[config.mk]
export PLATFORM = sky130hd
export DESIGN_NAME = flash_command_controller
export DESIGN_NICKNAME = d
export VERILOG_FILES = /design/src/inc/flash_cmd_pkg.sv /design/src/hdl/flash_command_controller.sv /design/src/hdl/flash_timebase.sv
export SDC_FILE = /design/constraint.sdc
export NUM_CORES = 1
export LEC_CHECK = 0
export ABC_AREA = 1
export BUFFER_PORTS_ARGS = -buffer_cell sky130_fd_sc_hd__buf_2
export CORE_ASPECT_RATIO = 1.1
export CORE_UTILIZATION = 35
export CTS_BUF_LIST = sky130_fd_sc_hd__clkbuf_4 sky130_fd_sc_hd__clkbuf_8
export DETAILED_ROUTE_END_ITERATION = 10
export PLACE_DENSITY = 0.64
export SETUP_SLACK_MARGIN = 0.05
export SYNTH_ARGS = -nofsm -noshare
export SYNTH_HDL_FRONTEND = slang
export SYNTH_SLANG_ARGS = --single-unit
[constraint.sdc]
create_clock -name clk_in -period 5.51 [get_ports clk_in]
set_input_delay 0 -clock clk_in [delete_from_list [all_inputs] [get_ports clk_in]]
set_output_delay 0 -clock clk_in [all_outputs]
set_load 0.02 [all_outputs]
[src/inc/flash_cmd_pkg.sv]
package flash_cmd_pkg;
    // ------------------------------------------------------------
    // register word indices (byte address = index * 4)
    // ------------------------------------------------------------
    localparam logic [3:0] REG_CLKDIV = 4'h0;
    localparam logic [3:0] REG_SEC    = 4'h1;
    localparam logic [3:0] REG_IDX    = 4'h2;
    localparam logic [3:0] REG_OPT    = 4'h3;
    localparam logic [3:0] REG_CFG    = 4'h4;
    localparam logic [3:0] REG_STAT   = 4'h6;
    localparam logic [3:0] REG_PFLASH_PROTECT_REGISTER  = 4'h8;
    localparam logic [3:0] REG_EEPROM_PROTECT_REGISTER = 4'h9;
    localparam logic [3:0] REG_OBJ_HI = 4'ha;
    localparam logic [3:0] REG_OBJ_LO = 4'hb;

    // ------------------------------------------------------------
    // field positions, object word count and unsecure value
    // ------------------------------------------------------------
    localparam int         STAT_COMMAND_COMPLETE_FLAG    = 7;
    localparam int         STAT_ACCESS_ERROR_FLAG  = 5;
    localparam int         STAT_PROTECT_VIOLATION_FLAG  = 4;
    localparam int         DIV_LOCK_BIT = 6;
    localparam int         CFG_CCIE_BIT = 7;
    localparam logic [2:0] OBJ_WORDS    = 3'h6;
    localparam logic [7:0] SEC_UNSECURE = 8'h02;

    // ------------------------------------------------------------
    // commands and the last object index each needs
    // ------------------------------------------------------------
    localparam logic [7:0] CMD_PROG_PF   = 8'h06;
    localparam logic [7:0] CMD_ERASE_PF  = 8'h0a;
    localparam logic [7:0] CMD_VERIFY_KEY = 8'h0c;
    localparam logic [7:0] CMD_PROG_EE   = 8'h11;
    localparam logic [7:0] CMD_ERASE_EE  = 8'h12;
    localparam logic [2:0] IDX_PROG      = 3'h2;
    localparam logic [2:0] IDX_ERASE     = 3'h1;
    localparam logic [2:0] IDX_KEY       = 3'h4;

    // ------------------------------------------------------------
    // memory map of the protected arrays and configuration field
    // ------------------------------------------------------------
    localparam logic [17:0] EE_BASE      = 18'h00400;
    localparam logic [17:0] EE_STEP      = 18'h00020;
    localparam logic [4:0]  EE_MAX_CODE  = 5'h0f;
    localparam logic [17:0] PF_BASE      = 18'h34000;
    localparam logic [17:0] PF_LOW_BASE  = 18'h38000;
    localparam logic [17:0] PF_HIGH_TOP  = 18'h3ffff;
    localparam logic [17:0] PF_LOW_UNIT  = 18'h00400;
    localparam logic [17:0] PF_HIGH_UNIT = 18'h00800;
    localparam logic [17:0] CFG_KEY_ADDR = 18'h3ff00;
    localparam logic [17:0] CFG_RSV_ADDR = 18'h3ff08;
    localparam logic [17:0] CFG_PFLASH_PROTECT_REGISTER_ADDR  = 18'h3ff0c;
    localparam logic [17:0] CFG_EEPROM_PROTECT_REGISTER_ADDR = 18'h3ff0d;
    localparam logic [17:0] CFG_OPT_ADDR    = 18'h3ff0e;
    localparam logic [17:0] CFG_SEC_ADDR    = 18'h3ff0f;

    // ------------------------------------------------------------
    // timing: the timebase ticks once per microsecond
    // ------------------------------------------------------------
    localparam int          OP_TIME_US   = 20;
    localparam int          TICK_MHZ     = 1;
    localparam logic [15:0] OP_TICKS     = 16'(OP_TIME_US * TICK_MHZ);

    typedef struct packed {
        logic        cyc;
        logic        stb;
        logic        we;
        logic [7:0]  adr;
        logic [3:0]  sel;
        logic [31:0] dat;
    } wb_req_t;

    typedef struct packed {
        logic [63:0] key;
        logic [31:0] reserved;
        logic [7:0]  pflash_prot;
        logic [7:0]  eeprom_prot;
        logic [7:0]  option;
        logic [7:0]  security;
    } config_field_t;

    typedef struct packed {
        logic       command_complete_flag;
        logic       rsvd6;
        logic       access_error_flag;
        logic       protect_violation_flag;
        logic       busy;
        logic       rsvd2;
        logic [1:0] completion_status;
    } status_t;

    typedef struct packed {
        logic       loaded;
        logic       locked;
        logic [5:0] value;
    } clkdiv_t;

    typedef struct packed {
        logic       other_en;
        logic       high_en;
        logic [1:0] high_size;
        logic       low_en;
        logic [1:0] low_size;
        logic       rsvd;
    } pflash_prot_t;

    typedef struct packed {
        logic       en;
        logic [1:0] rsvd;
        logic [4:0] size;
    } eeprom_prot_t;

    typedef enum logic [3:0] {
        S_LOAD  = 4'h1,
        S_IDLE  = 4'h2,
        S_CHECK = 4'h4,
        S_RUN   = 4'h8
    } seq_state_t;
endpackage

[src/hdl/flash_command_controller.sv]
module flash_command_controller
    import flash_cmd_pkg::*;
(
    input  wire logic          clk_in,
    input  wire logic          rst_n_in,
    input  wire wb_req_t       wb_req_in,
    input  wire config_field_t config_field_in,
    input  wire logic [1:0]    array_err_in,
    output logic               wb_ack_out,
    output logic [31:0]        wb_dat_out,
    output logic               irq_out,
    output logic               busy_out
);
    typedef struct packed {
        logic              ack;
        logic [7:0]        rdata;
        logic              irq;
        seq_state_t        fsm;
        clkdiv_t           clkdiv;
        logic [2:0]        idx;
        logic              ccie;
        status_t           stat;
        pflash_prot_t      pflash_protect_register;
        eeprom_prot_t      eeprom_protect_register;
        logic [7:0]        option;
        logic [7:0]        security;
        logic [63:0]       key;
        logic              key_failed;
        logic [15:0]       timer;
        logic [5:0][15:0]  obj;
    } ctl_state_t;

    ctl_state_t s_ff;
    ctl_state_t nxt_s;
    logic       tick;

    // ------------------------------------------------------------
    // protection decode
    // ------------------------------------------------------------
    function automatic logic eeprom_hit(input logic [17:0] a, input eeprom_prot_t p);
        logic [4:0]  code;
        logic [17:0] top;
        code = (p.size > EE_MAX_CODE) ? EE_MAX_CODE : p.size;
        top  = EE_BASE + 18'(({13'h0, code} + 18'h1) * EE_STEP);
        return p.en && (a >= EE_BASE) && (a < top);
    endfunction

    function automatic logic pflash_hit(input logic [17:0] a, input pflash_prot_t p);
        logic [17:0] low_end;
        logic [17:0] high_start;
        logic        in_low;
        logic        in_high;
        low_end    = PF_LOW_BASE + 18'(PF_LOW_UNIT << p.low_size);
        high_start = PF_HIGH_TOP - 18'(PF_HIGH_UNIT << p.high_size) + 18'h1;
        in_low     = p.low_en && (a >= PF_LOW_BASE) && (a < low_end);
        in_high    = p.high_en && (a >= high_start);
        return (a >= PF_BASE) && (in_low || in_high || (p.other_en && !in_low && !in_high));
    endfunction

    flash_timebase i_flash_timebase (
        .clk_in     (clk_in),
        .rst_n_in   (rst_n_in),
        .enable_in  (s_ff.fsm == S_RUN),
        .divider_in (s_ff.clkdiv.value),
        .tick_out   (tick)
    );

    logic        req;
    logic        wr;
    logic [3:0]  ridx;
    logic        mapped;
    logic [7:0]  wd;
    logic [7:0]  rv;
    logic [7:0]  cmd;
    logic [17:0] addr;
    logic        legal;
    logic [2:0]  need_idx;
    logic        is_ee;
    logic        is_key;

    always_comb begin
        nxt_s    = s_ff;
        req      = wb_req_in.cyc && wb_req_in.stb;
        ridx     = wb_req_in.adr[5:2];
        mapped   = (wb_req_in.adr[7:6] == 2'h0) && (wb_req_in.adr[1:0] == 2'h0);
        wd       = wb_req_in.dat[7:0];
        wr       = req && s_ff.ack && wb_req_in.we && wb_req_in.sel[0] && mapped;
        cmd      = s_ff.obj[0][15:8];
        addr     = {s_ff.obj[0][1:0], s_ff.obj[1]};
        legal    = 1'b1;
        need_idx = IDX_ERASE;
        is_ee    = 1'b0;
        is_key   = 1'b0;

        // --------------------------------------------------------
        // bus slave: ack one cycle after the request, write at ack
        // --------------------------------------------------------
        nxt_s.ack = req && !s_ff.ack;
        rv        = 8'h00;
        if (mapped) begin
            case (ridx)
                REG_CLKDIV: rv = s_ff.clkdiv;
                REG_SEC:    rv = s_ff.security;
                REG_IDX:    rv = {5'h00, s_ff.idx};
                REG_OPT:    rv = s_ff.option;
                REG_CFG:    rv = {s_ff.ccie, 7'h00};
                REG_STAT:   rv = s_ff.stat;
                REG_PFLASH_PROTECT_REGISTER:  rv = s_ff.pflash_protect_register;
                REG_EEPROM_PROTECT_REGISTER: rv = s_ff.eeprom_protect_register;
                REG_OBJ_HI: rv = (s_ff.idx < OBJ_WORDS && s_ff.stat.command_complete_flag) ? s_ff.obj[s_ff.idx][15:8] : 8'h00;
                REG_OBJ_LO: rv = (s_ff.idx < OBJ_WORDS && s_ff.stat.command_complete_flag) ? s_ff.obj[s_ff.idx][7:0] : 8'h00;
                default:    rv = 8'h00;
            endcase
        end
        if (req && !s_ff.ack) begin
            nxt_s.rdata = rv;
        end

        if (wr) begin
            case (ridx)
                REG_CLKDIV: begin
                    nxt_s.clkdiv.loaded = 1'b1;
                    if (!s_ff.clkdiv.locked) begin
                        nxt_s.clkdiv.value  = wd[5:0];
                        nxt_s.clkdiv.locked = wd[DIV_LOCK_BIT];
                    end
                end
                REG_IDX: nxt_s.idx  = wd[2:0];
                REG_CFG: nxt_s.ccie = wd[CFG_CCIE_BIT];
                REG_STAT: begin
                    if (wd[STAT_ACCESS_ERROR_FLAG]) nxt_s.stat.access_error_flag = 1'b0;
                    if (wd[STAT_PROTECT_VIOLATION_FLAG]) nxt_s.stat.protect_violation_flag = 1'b0;
                    // flags as they stood before this write decide the launch
                    if (wd[STAT_COMMAND_COMPLETE_FLAG] && s_ff.stat.command_complete_flag && !s_ff.stat.access_error_flag && !s_ff.stat.protect_violation_flag
                        && s_ff.fsm == S_IDLE) begin
                        nxt_s.stat.command_complete_flag   = 1'b0;
                        nxt_s.stat.completion_status = 2'h0;
                        nxt_s.fsm         = S_CHECK;
                    end
                end
                REG_OBJ_HI, REG_OBJ_LO: begin
                    if (!s_ff.stat.command_complete_flag) begin
                        nxt_s.stat.access_error_flag = 1'b1;
                    end else if (!s_ff.stat.protect_violation_flag && s_ff.idx < OBJ_WORDS) begin
                        if (ridx == REG_OBJ_HI) begin
                            nxt_s.obj[s_ff.idx][15:8] = wd;
                        end else begin
                            nxt_s.obj[s_ff.idx][7:0] = wd;
                        end
                    end
                end
                default: ;
            endcase
        end

        // --------------------------------------------------------
        // command sequencer; its flag sets land after bus clears
        // --------------------------------------------------------
        case (s_ff.fsm)
            S_LOAD: begin
                // protection and security come from the configuration field
                nxt_s.pflash_protect_register    = config_field_in.pflash_prot;
                nxt_s.eeprom_protect_register   = config_field_in.eeprom_prot;
                nxt_s.option   = config_field_in.option;
                nxt_s.security = config_field_in.security;
                nxt_s.key      = config_field_in.key;
                nxt_s.stat.command_complete_flag = 1'b1;
                nxt_s.fsm      = S_IDLE;
            end
            S_IDLE: ;
            S_CHECK: begin
                case (cmd)
                    CMD_PROG_PF:    need_idx = IDX_PROG;
                    CMD_ERASE_PF:   need_idx = IDX_ERASE;
                    CMD_PROG_EE: begin
                        need_idx = IDX_PROG;
                        is_ee    = 1'b1;
                    end
                    CMD_ERASE_EE: begin
                        need_idx = IDX_ERASE;
                        is_ee    = 1'b1;
                    end
                    CMD_VERIFY_KEY: begin
                        need_idx = IDX_KEY;
                        is_key   = 1'b1;
                    end
                    default: legal = 1'b0;
                endcase
                if (!legal || s_ff.idx != need_idx || !s_ff.clkdiv.loaded
                    || (is_key && s_ff.key_failed)) begin
                    nxt_s.stat.access_error_flag = 1'b1;
                    nxt_s.stat.command_complete_flag   = 1'b1;
                    nxt_s.fsm         = S_IDLE;
                end else if (is_key) begin
                    // a wrong key disables further attempts until reset
                    if ({s_ff.obj[1], s_ff.obj[2], s_ff.obj[3], s_ff.obj[4]} == s_ff.key) begin
                        nxt_s.security = SEC_UNSECURE;
                    end else begin
                        nxt_s.stat.access_error_flag = 1'b1;
                        nxt_s.key_failed  = 1'b1;
                    end
                    nxt_s.stat.command_complete_flag = 1'b1;
                    nxt_s.fsm       = S_IDLE;
                end else if (is_ee ? eeprom_hit(addr, s_ff.eeprom_protect_register) : pflash_hit(addr, s_ff.pflash_protect_register)) begin
                    nxt_s.stat.protect_violation_flag = 1'b1;
                    nxt_s.stat.command_complete_flag   = 1'b1;
                    nxt_s.fsm         = S_IDLE;
                end else begin
                    nxt_s.stat.busy = 1'b1;
                    nxt_s.timer     = OP_TICKS;
                    nxt_s.fsm       = S_RUN;
                end
            end
            S_RUN: begin
                if (tick) begin
                    if (s_ff.timer <= 16'h0001) begin
                        nxt_s.stat.completion_status = array_err_in;
                        nxt_s.stat.busy   = 1'b0;
                        nxt_s.stat.command_complete_flag   = 1'b1;
                        nxt_s.timer       = 16'h0000;
                        nxt_s.fsm         = S_IDLE;
                    end else begin
                        nxt_s.timer = s_ff.timer - 16'h0001;
                    end
                end
            end
            default: nxt_s.fsm = S_IDLE;
        endcase

        nxt_s.stat.rsvd6 = 1'b0;
        nxt_s.stat.rsvd2 = 1'b0;
        nxt_s.irq        = nxt_s.stat.command_complete_flag && nxt_s.ccie;
    end

    always_ff @(posedge clk_in) begin
        if (!rst_n_in) begin
            s_ff     <= '0;
            s_ff.fsm <= S_LOAD;
        end else begin
            s_ff <= nxt_s;
        end
    end

    assign wb_ack_out = s_ff.ack;
    assign wb_dat_out = {24'h000000, s_ff.rdata};
    assign irq_out    = s_ff.irq;
    assign busy_out   = s_ff.stat.busy;
endmodule

[src/hdl/flash_timebase.sv]
module flash_timebase
    import flash_cmd_pkg::*;
(
    input  wire logic       clk_in,
    input  wire logic       rst_n_in,
    input  wire logic       enable_in,
    input  wire logic [5:0] divider_in,
    output logic            tick_out
);
    typedef struct packed {
        logic [5:0] cnt;
        logic       tick;
    } tb_state_t;

    tb_state_t s_ff;
    tb_state_t nxt_s;

    // ------------------------------------------------------------
    // divide by value + 1 down to roughly 1 MHz
    // ------------------------------------------------------------
    always_comb begin
        nxt_s      = s_ff;
        nxt_s.tick = 1'b0;
        if (!enable_in) begin
            nxt_s.cnt = 6'h00;
        end else if (s_ff.cnt >= divider_in) begin
            nxt_s.cnt  = 6'h00;
            nxt_s.tick = 1'b1;
        end else begin
            nxt_s.cnt = s_ff.cnt + 6'h01;
        end
    end

    always_ff @(posedge clk_in) begin
        if (!rst_n_in) begin
            s_ff <= '0;
        end else begin
            s_ff <= nxt_s;
        end
    end

    assign tick_out = s_ff.tick;
endmodule

# After elaboration in Yosys (flattened, before gate mapping)
# Cells that the tools add are included.
# op_classes
addsub	7
bitwise	5
eq_ne	27
reduce_logical	55
magnitude_cmp	12
shifts	2
mux	80
# op_table
cell	count
$bwmux W96	2
$demux W16 S3	2
$mux W16	6
$mux W96	1
$pmux W8 S10	1
$eq A64 B64 Y1	1
$mux W8	8
$bmux W16 S3	1
$ge A18 B18 Y1 const B	2
$mux W17	2
$pmux W16 S2	1
$mux W1	29
$mux W4	7
$logic_and A1 B1 Y1	24
$eq A4 B4 Y1 const B	5
$mux W2	10
$add A18 B1 Y18 const B	1
$add A18 B18 Y18 const A	1
$ge A18 B11 Y1 const B	1
$ge A18 B18 Y1	1
$lt A18 B12 Y1	1
$lt A18 B18 Y1	1
$shl A11 B2 Y18 const A	1
$shl A12 B2 Y18 const A	1
41 further kinds	78
# word_totals
reg_bits	250
wordCells	226
output_inout_bits	35

# Longest topological paths before layout
# Gate-level depths: netlist of run 1.
# logic_depth
depth_word	15
mapped_depth	20

# By module
# Synthesis of run 1 repeated with hierarchy kept, for this count alone.
# unflattened
hier_cells	1665
area_unflattened_um2	12390.6
# by_module_without_submodules
module	area_each_um2	n_inst	cells_per_inst	seq_area_each_um2
flash_command_controller	11964.0	1	1607	4824.6
flash_timebase	426.7	1	58	140.1

# Worst setup path after synthesis of run 1
# No wires, ideal clock.
# synth_timing
path_type	register to register
start	register s_ff[197] in the netlist's numbering
end	register s_ff[105] in the netlist's numbering
setup_ns	0.070
stages_incl_launch_ff	15
slack_ns	3.099
period_less_slack_ns	2.411
t_arrival_ns	2.341
path_cell_list	dfxtp_1 -> or2_2 -> ha_1 -> xor2_1 -> ha_1 -> a21oi_1 -> o21ai_0 -> a21oi_1 -> nor2_1 -> nor2_1 -> a21oi_2 -> a21oi_2 -> buf_2 -> nand2_1 -> a21oi_1
# synth_via
elab_chain_cells	9
# synth_lines
item	line	rtl
from (decl)	flash_command_controller.sv:33	ctl_state_t s_ff;
from (signal assigned)	flash_command_controller.sv:240	s_ff <= nxt_s;
$gt A5 B4 Y1	flash_command_controller.sv:43	code = (p.size > EE_MAX_CODE) ? EE_MAX_CODE : p.size;
$mux W5 *	flash_command_controller.sv:43	
$add A5 B1 Y6 *	flash_command_controller.sv:44	top = EE_BASE + 18'(({13'h0, code} + 18'h1) * EE_STEP);
$add A11 B11 Y12 *	flash_command_controller.sv:44	
$lt A18 B12 Y1 *	flash_command_controller.sv:45	return p.en && (a >= EE_BASE) && (a < top);
$logic_and A1 B1 Y1 *	flash_command_controller.sv:45	
$mux W1 *	flash_command_controller.sv:204	end else if (is_ee ? eeprom_hit(addr, s_ff.eeprom_protect_register) : pflash_hit(addr, s_ff.pflash_protect_reg ...
$ne A2 B2 Y1 (no source line) *	-	
$reduce_and A5 Y1 (no source line) *	-	
# Mark *: on every way between the ends. The rest lies on a longest branch, timed or not.
# A chain may end at the register's enable or synchronous reset.

# Worst setup path in the final report of run 1
# layout_timing
start	register s_ff[194] in the netlist's numbering
end	register s_ff[106] in the netlist's numbering
# Same word-level chain as after synthesis.

==> results_dict.tcl, run 1 <==
set metrics [dict create \
    p_per_area_nw_per_um2 267.8 \
    place_hpwl_mm 25.77 \
    r2r-start "s_ff[194]" \
    grt_max_degree 108 \
    antenna_found_initial 1 \
    wl_met1_mm 16.55 \
    fin_util 0.4349 \
    cts_tree "yes" \
    routed_wl_mm 36.83 \
    start_util 0.3558 \
    drt_iter0_drc 891 \
    via_per_inst 4.991 \
    peakVddDrop_mv 0.1124 \
    drv_slew 0 \
    fin_crit_sh 0.5425 \
    layout.nets 2071 \
    grt-ovfl-total 0 \
    r2r_end "s_ff[106]" \
    io_buffers 130 \
    reg2reg_slack_ps 2520 \
    grt_pass1_wl_mm 58.13 \
    crit_arrival_ps 3460 \
    final_hold_viol_count 0 \
    status "finished clean" \
    worst_pin_slew_ps 1073 \
    area_growth_syn_to_layout_pct 22.26 \
    row_count 71 \
    ant_nets 0 \
    layout-drive-gt1-share 0.1325 \
    core_um2 34290 \
    grt_usage 0.2055 \
    crit_path_end "s_ff[106]" \
    cap_viol_max_count 0 \
    wl_per_cell_um 15.79 \
    clock_path_buffers 3 \
    clkLatencyLatePin_ps 570 \
    layout_commonest_cell "dfxtp_1" \
    setup_viol 0 \
    relSlewSlack 0.2839 \
    crit_start "s_ff[194]" \
    critical_path_class "reg -> reg" \
    path_clk_slew_ps 60 \
    startpoint_type "flip-flop" \
    post-route-drc-count 0 \
    cts_root_buffer "clkbuf_8" \
    dpl_worst_slack_ps 2531 \
    yosysSeqAreaShare 0.4070 \
    cts-buffers-inserted 42 \
    tns_ps 0 \
    layout_setup_ws_ps 2521 \
    vias 11645 \
    wl_met2_mm 17.10 \
    hold_path.class "in -> reg" \
    most-common-layout-cells "248 x dfxtp_1, 234 x nor2_1, 212 x o21ai_0, 201 x nand2_1, 192 x a21oi_1" \
    syn_inst 1661 \
    clkSinkCount 248 \
    ys_types 49 \
    post_cts_resized 0 \
    syn_area_per_cell_um2 7.344 \
    dieWidth_um 180.0 \
    ys_ff_latch 248 \
    finClkSkew_ps 25.24 \
    required_ps 5980 \
    power_leakage_nw 6.319 \
    cp-end-kind "flip-flop" \
    synth_area_um2 12200 \
    dr.max_layer_used "met4" \
    layout_min_cycle_time_ps 2989 \
    crit_fanout 14 \
    io-pin-count 214 \
    die_h_um 197.8 \
    die-area_um2 35610 \
    grt_setup_unrepaired "false" \
    ctsHtreeMaxLevel 2 \
    route.met3.wl_mm 1.813 \
    synth_warnings 0 \
    cts-hold-fix-buffers 109 \
    fmax_mhz 334.5 \
    grt_pass1_vias 10975 \
    first_pass_iters 5 \
    cts_setup_buffers 0 \
    r2r_cells 13 \
    place_congestion 0.9620 \
]
how the worst min path moves through the flow:
| stage | from | end | cells after the start |
|---|---|---|---|
| after floorplan | config_field_in[64] | s_ff[113] | 2 |
| after global placement | config_field_in[97] | s_ff[146] | 3 |
| after detailed placement | config_field_in[122] | s_ff[171] | 3 |
| after CTS | wb_req_in[42] | wb_dat_out[5] | 6 |
| after global routing | wb_req_in[3] | s_ff[59] | 3 |
| final | wb_req_in[5] | s_ff[214] | 6 |
synthesized netlist by cell type (all sizes together):
library cell  count  area [µm²]
ha               26       325.3
clkinv            3       11.26
nand3b            5       50.05
a211oi            1       7.510
a221oi            4       35.03
conb              2       7.510
o31ai             1       7.510
o21ai           219        1096
buf              55       396.6
a31oi             4       25.02
nor3b             1       7.510
xnor2            50       437.9
o21a              3       22.52
inv             162       608.1
xor2             17       148.9
nor2            250        1049
a22oi            15       112.6
nor3             24       152.6
nor4              3       18.77
or2               4       25.02
a21oi           195       994.7
o2111ai          10       87.58
nand2           204       792.0
o22ai            20       125.1
o211ai            3       22.52
clkbuf           55       206.5
dfxtp           248        4965
and3              2       12.51
nand3            43       237.7
nand4            30       193.9
o221ai            2       17.52
logic make-up after synthesis:
group                    Yosys count  synth area share
AND/OR/NAND/NOR                  566            0.2081
AO/OA/AOI/OAI                    477            0.2093
buffers and inverters            275            0.1002
flip-flops                       248            0.4070
XOR/XNOR                          67           0.04810
adder cells (fa/ha/maj)           26           0.02667
other                              2         0.0006156
routing by layer:
layer  global-route usage  vias to the layer above
met1               0.2637                     5346
met5                    0                        -
li1                     -                     5887
met3              0.02924                       82
met4              0.09132                        0
met2               0.3430                      330
area by class of cell:
type | count | area, µm²
fillers | 3514 | 19380
well taps | 438 | 548.0
inverters | 165 | 620.6
diodes | 1 | 2.502
multi-input cells | 1165 | 6120
clock buffers | 64 | 799.5
flip-flops and latches | 248 | 4965
repair buffers | 244 | 1782
clock inverters | 8 | 77.57
sequential cells by signal, indices dropped and copies added, names as in the netlist:
| register | cells |
|---|---|
| addr | 18 |
| busy_out | 1 |
| cmd | 8 |
| i_flash_timebase.s_ff | 6 |
| i_flash_timebase.tick_out | 1 |
| irq_out | 1 |
| s_ff | 204 |
| wb_ack_out | 1 |
| wb_dat_out | 8 |
report_power, final:
part	internal [W]	switching, W
registers	0.00185	0.0000394
logic	0.000161	0.000207
clock network	0.000975	0.000763
total	0.00298	0.00101
worst max-delay path, cell delays in order (launching register included):
cell     delay (ps)
dfxtp_1         360
or2_2           300
ha_1            220
xor2_1          180
ha_1            300
a21oi_1         120
o21ai_0          80
a21oi_1         180
nor2_1           70
nor2_1          120
a21oi_2         100
a21oi_2         600
nand2_1         100
a21oi_1         170
stage by stage:
stage	cell area, µm²	std cells	hold WS, ps	total power [W]
2_1_floorplan	12300	1688	134.9	0.002131
3_3_place_gp	12940	2151	223.6	0.002229
3_5_place_dp	12940	2151	226.2	0.002234
4_1_cts	14910	2332	4.324	0.004027
5_1_grt	14910	2333	40.51	0.004158
6_report	14910	2333	39.03	0.003994
Power figures use the tool's default switching activity.
==> run 2: changes to the inputs <==
ABC_AREA = 0   (was 1)
clock period = 2.9 ns   (was 5.51 ns; I/O delays follow)
==> results_dict.tcl, run 2 <==
set metrics [dict create \
    grt_pass1_wl_mm 66.47 \
    crit_fanout 7 \
    final_hold_viol_count 0 \
    drt_iter0_drc 1048 \
    drv_slew 0 \
    layout.nets 2032 \
    power_leakage_nw 6.243 \
    setup_viol 0 \
    path_buf_inv 1 \
    ant_nets 0 \
    hold_end "s_ff[228]" \
    cts_tree "yes" \
    cts_root_buffer "clkbuf_8" \
    core_um2 34290 \
    die-area_um2 35690 \
    critPathSlowestCell "or4b_4" \
    place_congestion 0.9403 \
    min_from "wb_req_in[40]" \
    critical_path_class "reg -> reg" \
    row_count 71 \
    status "finished clean" \
    fmax_mhz 361.0 \
    ctsHtreeMaxLevel 2 \
    peakVddDrop_mv 0.3494 \
    layout_setup_ws_ps 130.0 \
    crit_arrival_ps 3260 \
    synth-edff-count 0 \
    area_growth_syn_to_layout_pct 27.92 \
    dieWidth_um 180.2 \
    layout_min_cycle_time_ps 2770 \
    path_clk_slew_ps 60 \
    largest-register "s_ff" \
    r2r-start "cmd[5]" \
    yosysSeqAreaShare 0.4060 \
    syn_area_per_cell_um2 7.784 \
    finClkSkew_ps 27.23 \
    first_pass_iters 6 \
    post-route-drc-count 0 \
    wl_per_cell_um 18.64 \
    cpPeakStageDelay_ps 550 \
    worst_pin_slew_ps 1071 \
    p_per_area_nw_per_um2 499.7 \
    die_h_um 198.1 \
    required_ps 3390 \
    r2r_cells 8 \
    io_buffers 130 \
    clkSinkCount 248 \
    io-pin-count 214 \
    cap_viol_max_count 0 \
    most-common-layout-cells "410 x nand2_1, 246 x dfxtp_1, 233 x a21oi_1, 130 x buf_2, 113 x dlygate4sd3_1" \
    antenna_found_initial 1 \
    grt_usage 0.2381 \
    grt_max_degree 90 \
    reg2reg_slack_ps 130 \
    dp.cells 2102 \
    layout-drive-gt1-share 0.1693 \
    cts-buffers-inserted 45 \
    relSlewSlack 0.2757 \
    fin_crit_sh 0.9552 \
    vias 12309 \
    grt_setup_unrepaired "true" \
    largest_register_ff_count 204 \
    layout_commonest_cell "nand2_1" \
    critPathTopFamily "simple AND/OR/NAND/NOR gates" \
    clkLatencyLatePin_ps 580 \
    startpoint_type "flip-flop" \
    via_per_inst 5.366 \
    synth_top_area_frac 0.4060 \
    place_hpwl_mm 29.66 \
    r2r_end "s_ff[105]" \
    clock_path_buffers 3 \
    ys_ff_latch 248 \
    synth_warnings 0 \
    async_flop_share 0 \
    start_util 0.3566 \
    syn_inst 1571 \
    netlist_top_cells_count "410 x nand2_1, 248 x dfxtp_1, 234 x a21oi_1" \
    dpl_worst_slack_ps -84.70 \
    ys_types 71 \
    grt_pass1_vias 12003 \
    synth.area.top_cells "dfxtp_1 41%, nand2_1 13%, a21oi_1 9.6%" \
    ys.flop_type "dfxtp_1" \
    final_cell_count_no_fill 2294 \
    synth.largest_area_cell "dfxtp_1" \
    routed_wl_mm 42.76 \
    cp-end-kind "flip-flop" \
    hold_path.class "in -> reg" \
    tns_ps 0 \
    synth_area_um2 12230 \
    path_cells "or4_4 -> or3_1 -> and2_4 -> a211oi_2 -> buf_4 -> a31oi_4 -> or4b_4 -> a21oi_2" \
    grt-ovfl-total 0 \
    yosysMostFrequentCell "nand2_1" \
    whs_path_depth 5 \
]
run 2: repair_timing:
item / 4_1_cts / 5_1_grt
pin swaps: 7 / 14
gates cloned: 1 / 0
gates resized for setup: 4 / 18
setup endpoints to repair: 18 / 34
hold buffers: 113 / 0
buffers inserted: 2 / 0
hold endpoints to repair: 212 / 0
run 2: logic make-up after synthesis:
logic type / count (synthesis) / synth area share
adder cells (fa/ha/maj): 26 / 0.02660
other: 2 / 0.0006141
AND/OR/NAND/NOR: 661 / 0.2388
buffers and inverters: 142 / 0.05351
XOR/XNOR: 72 / 0.05156
flip-flops: 248 / 0.4060
AO/OA/AOI/OAI: 386 / 0.1899
multiplexers: 34 / 0.03305
run 2: layout make-up:
class | count | area [µm²]
Fill cell | 3366 | 18650
Multi-Input combinational cell | 1209 | 6808
Sequential cell | 248 | 4967
Timing Repair Buffer | 305 | 2276
Clock buffer | 65 | 800.8
Tap cell | 438 | 548.0
Clock inverter | 10 | 168.9
Inverter | 18 | 72.57
Antenna cell | 1 | 2.502
run 2: tightest hold or removal path: stages:
cell	delay [ps]
buf_2	180
nor4_1	80
and2_1	180
nor2_1	90
nor2_1	40
run 2: worst max-delay path by stage:
stage / slack, ps / startpoint / cells past startpoint / end
2_1_floorplan: 140 / s_ff[197] / 11 / s_ff[103]
6_report: 130 / cmd[5] / 8 / s_ff[105]
3_3_place_gp: -50 / s_ff[197] / 13 / s_ff[97]
4_1_cts: 70 / s_ff[197] / 14 / busy_out
5_1_grt: 10 / s_ff[194] / 12 / s_ff[105]
3_5_place_dp: -80 / s_ff[197] / 12 / s_ff[103]
run 2: report_power, final:
group | switching [W] | internal, W
Clock | 0.00150 | 0.00213
Sequential | 0.0000578 | 0.00348
Combinational | 0.000365 | 0.000286
Total | 0.00192 | 0.00590
run 2: per-stage QoR:
| step | hold WS (ps) | instance area [µm²] | power (W) | utilization |
|---|---|---|---|---|
| final | 49.92 | 15640 | 0.007818 | 0.4562 |
| after floorplan | 136.0 | 12330 | 0.003904 | - |
| after CTS | 15.45 | 15570 | 0.007838 | 0.4541 |
| after detailed placement | 245.3 | 13430 | 0.004114 | 0.3917 |
| after global placement | 241.0 | 13430 | 0.004109 | 0.3917 |
| after global routing | 78.94 | 15640 | 0.008087 | 0.4562 |
run 2: layer usage:
layer  global-route usage  wire length, µm  part of all wire
met1               0.2949            18160              0.42
met2               0.4028            19790              0.46
met3              0.03752             2856             0.067
met4               0.1174             1951             0.046
met5                    0                0                 0
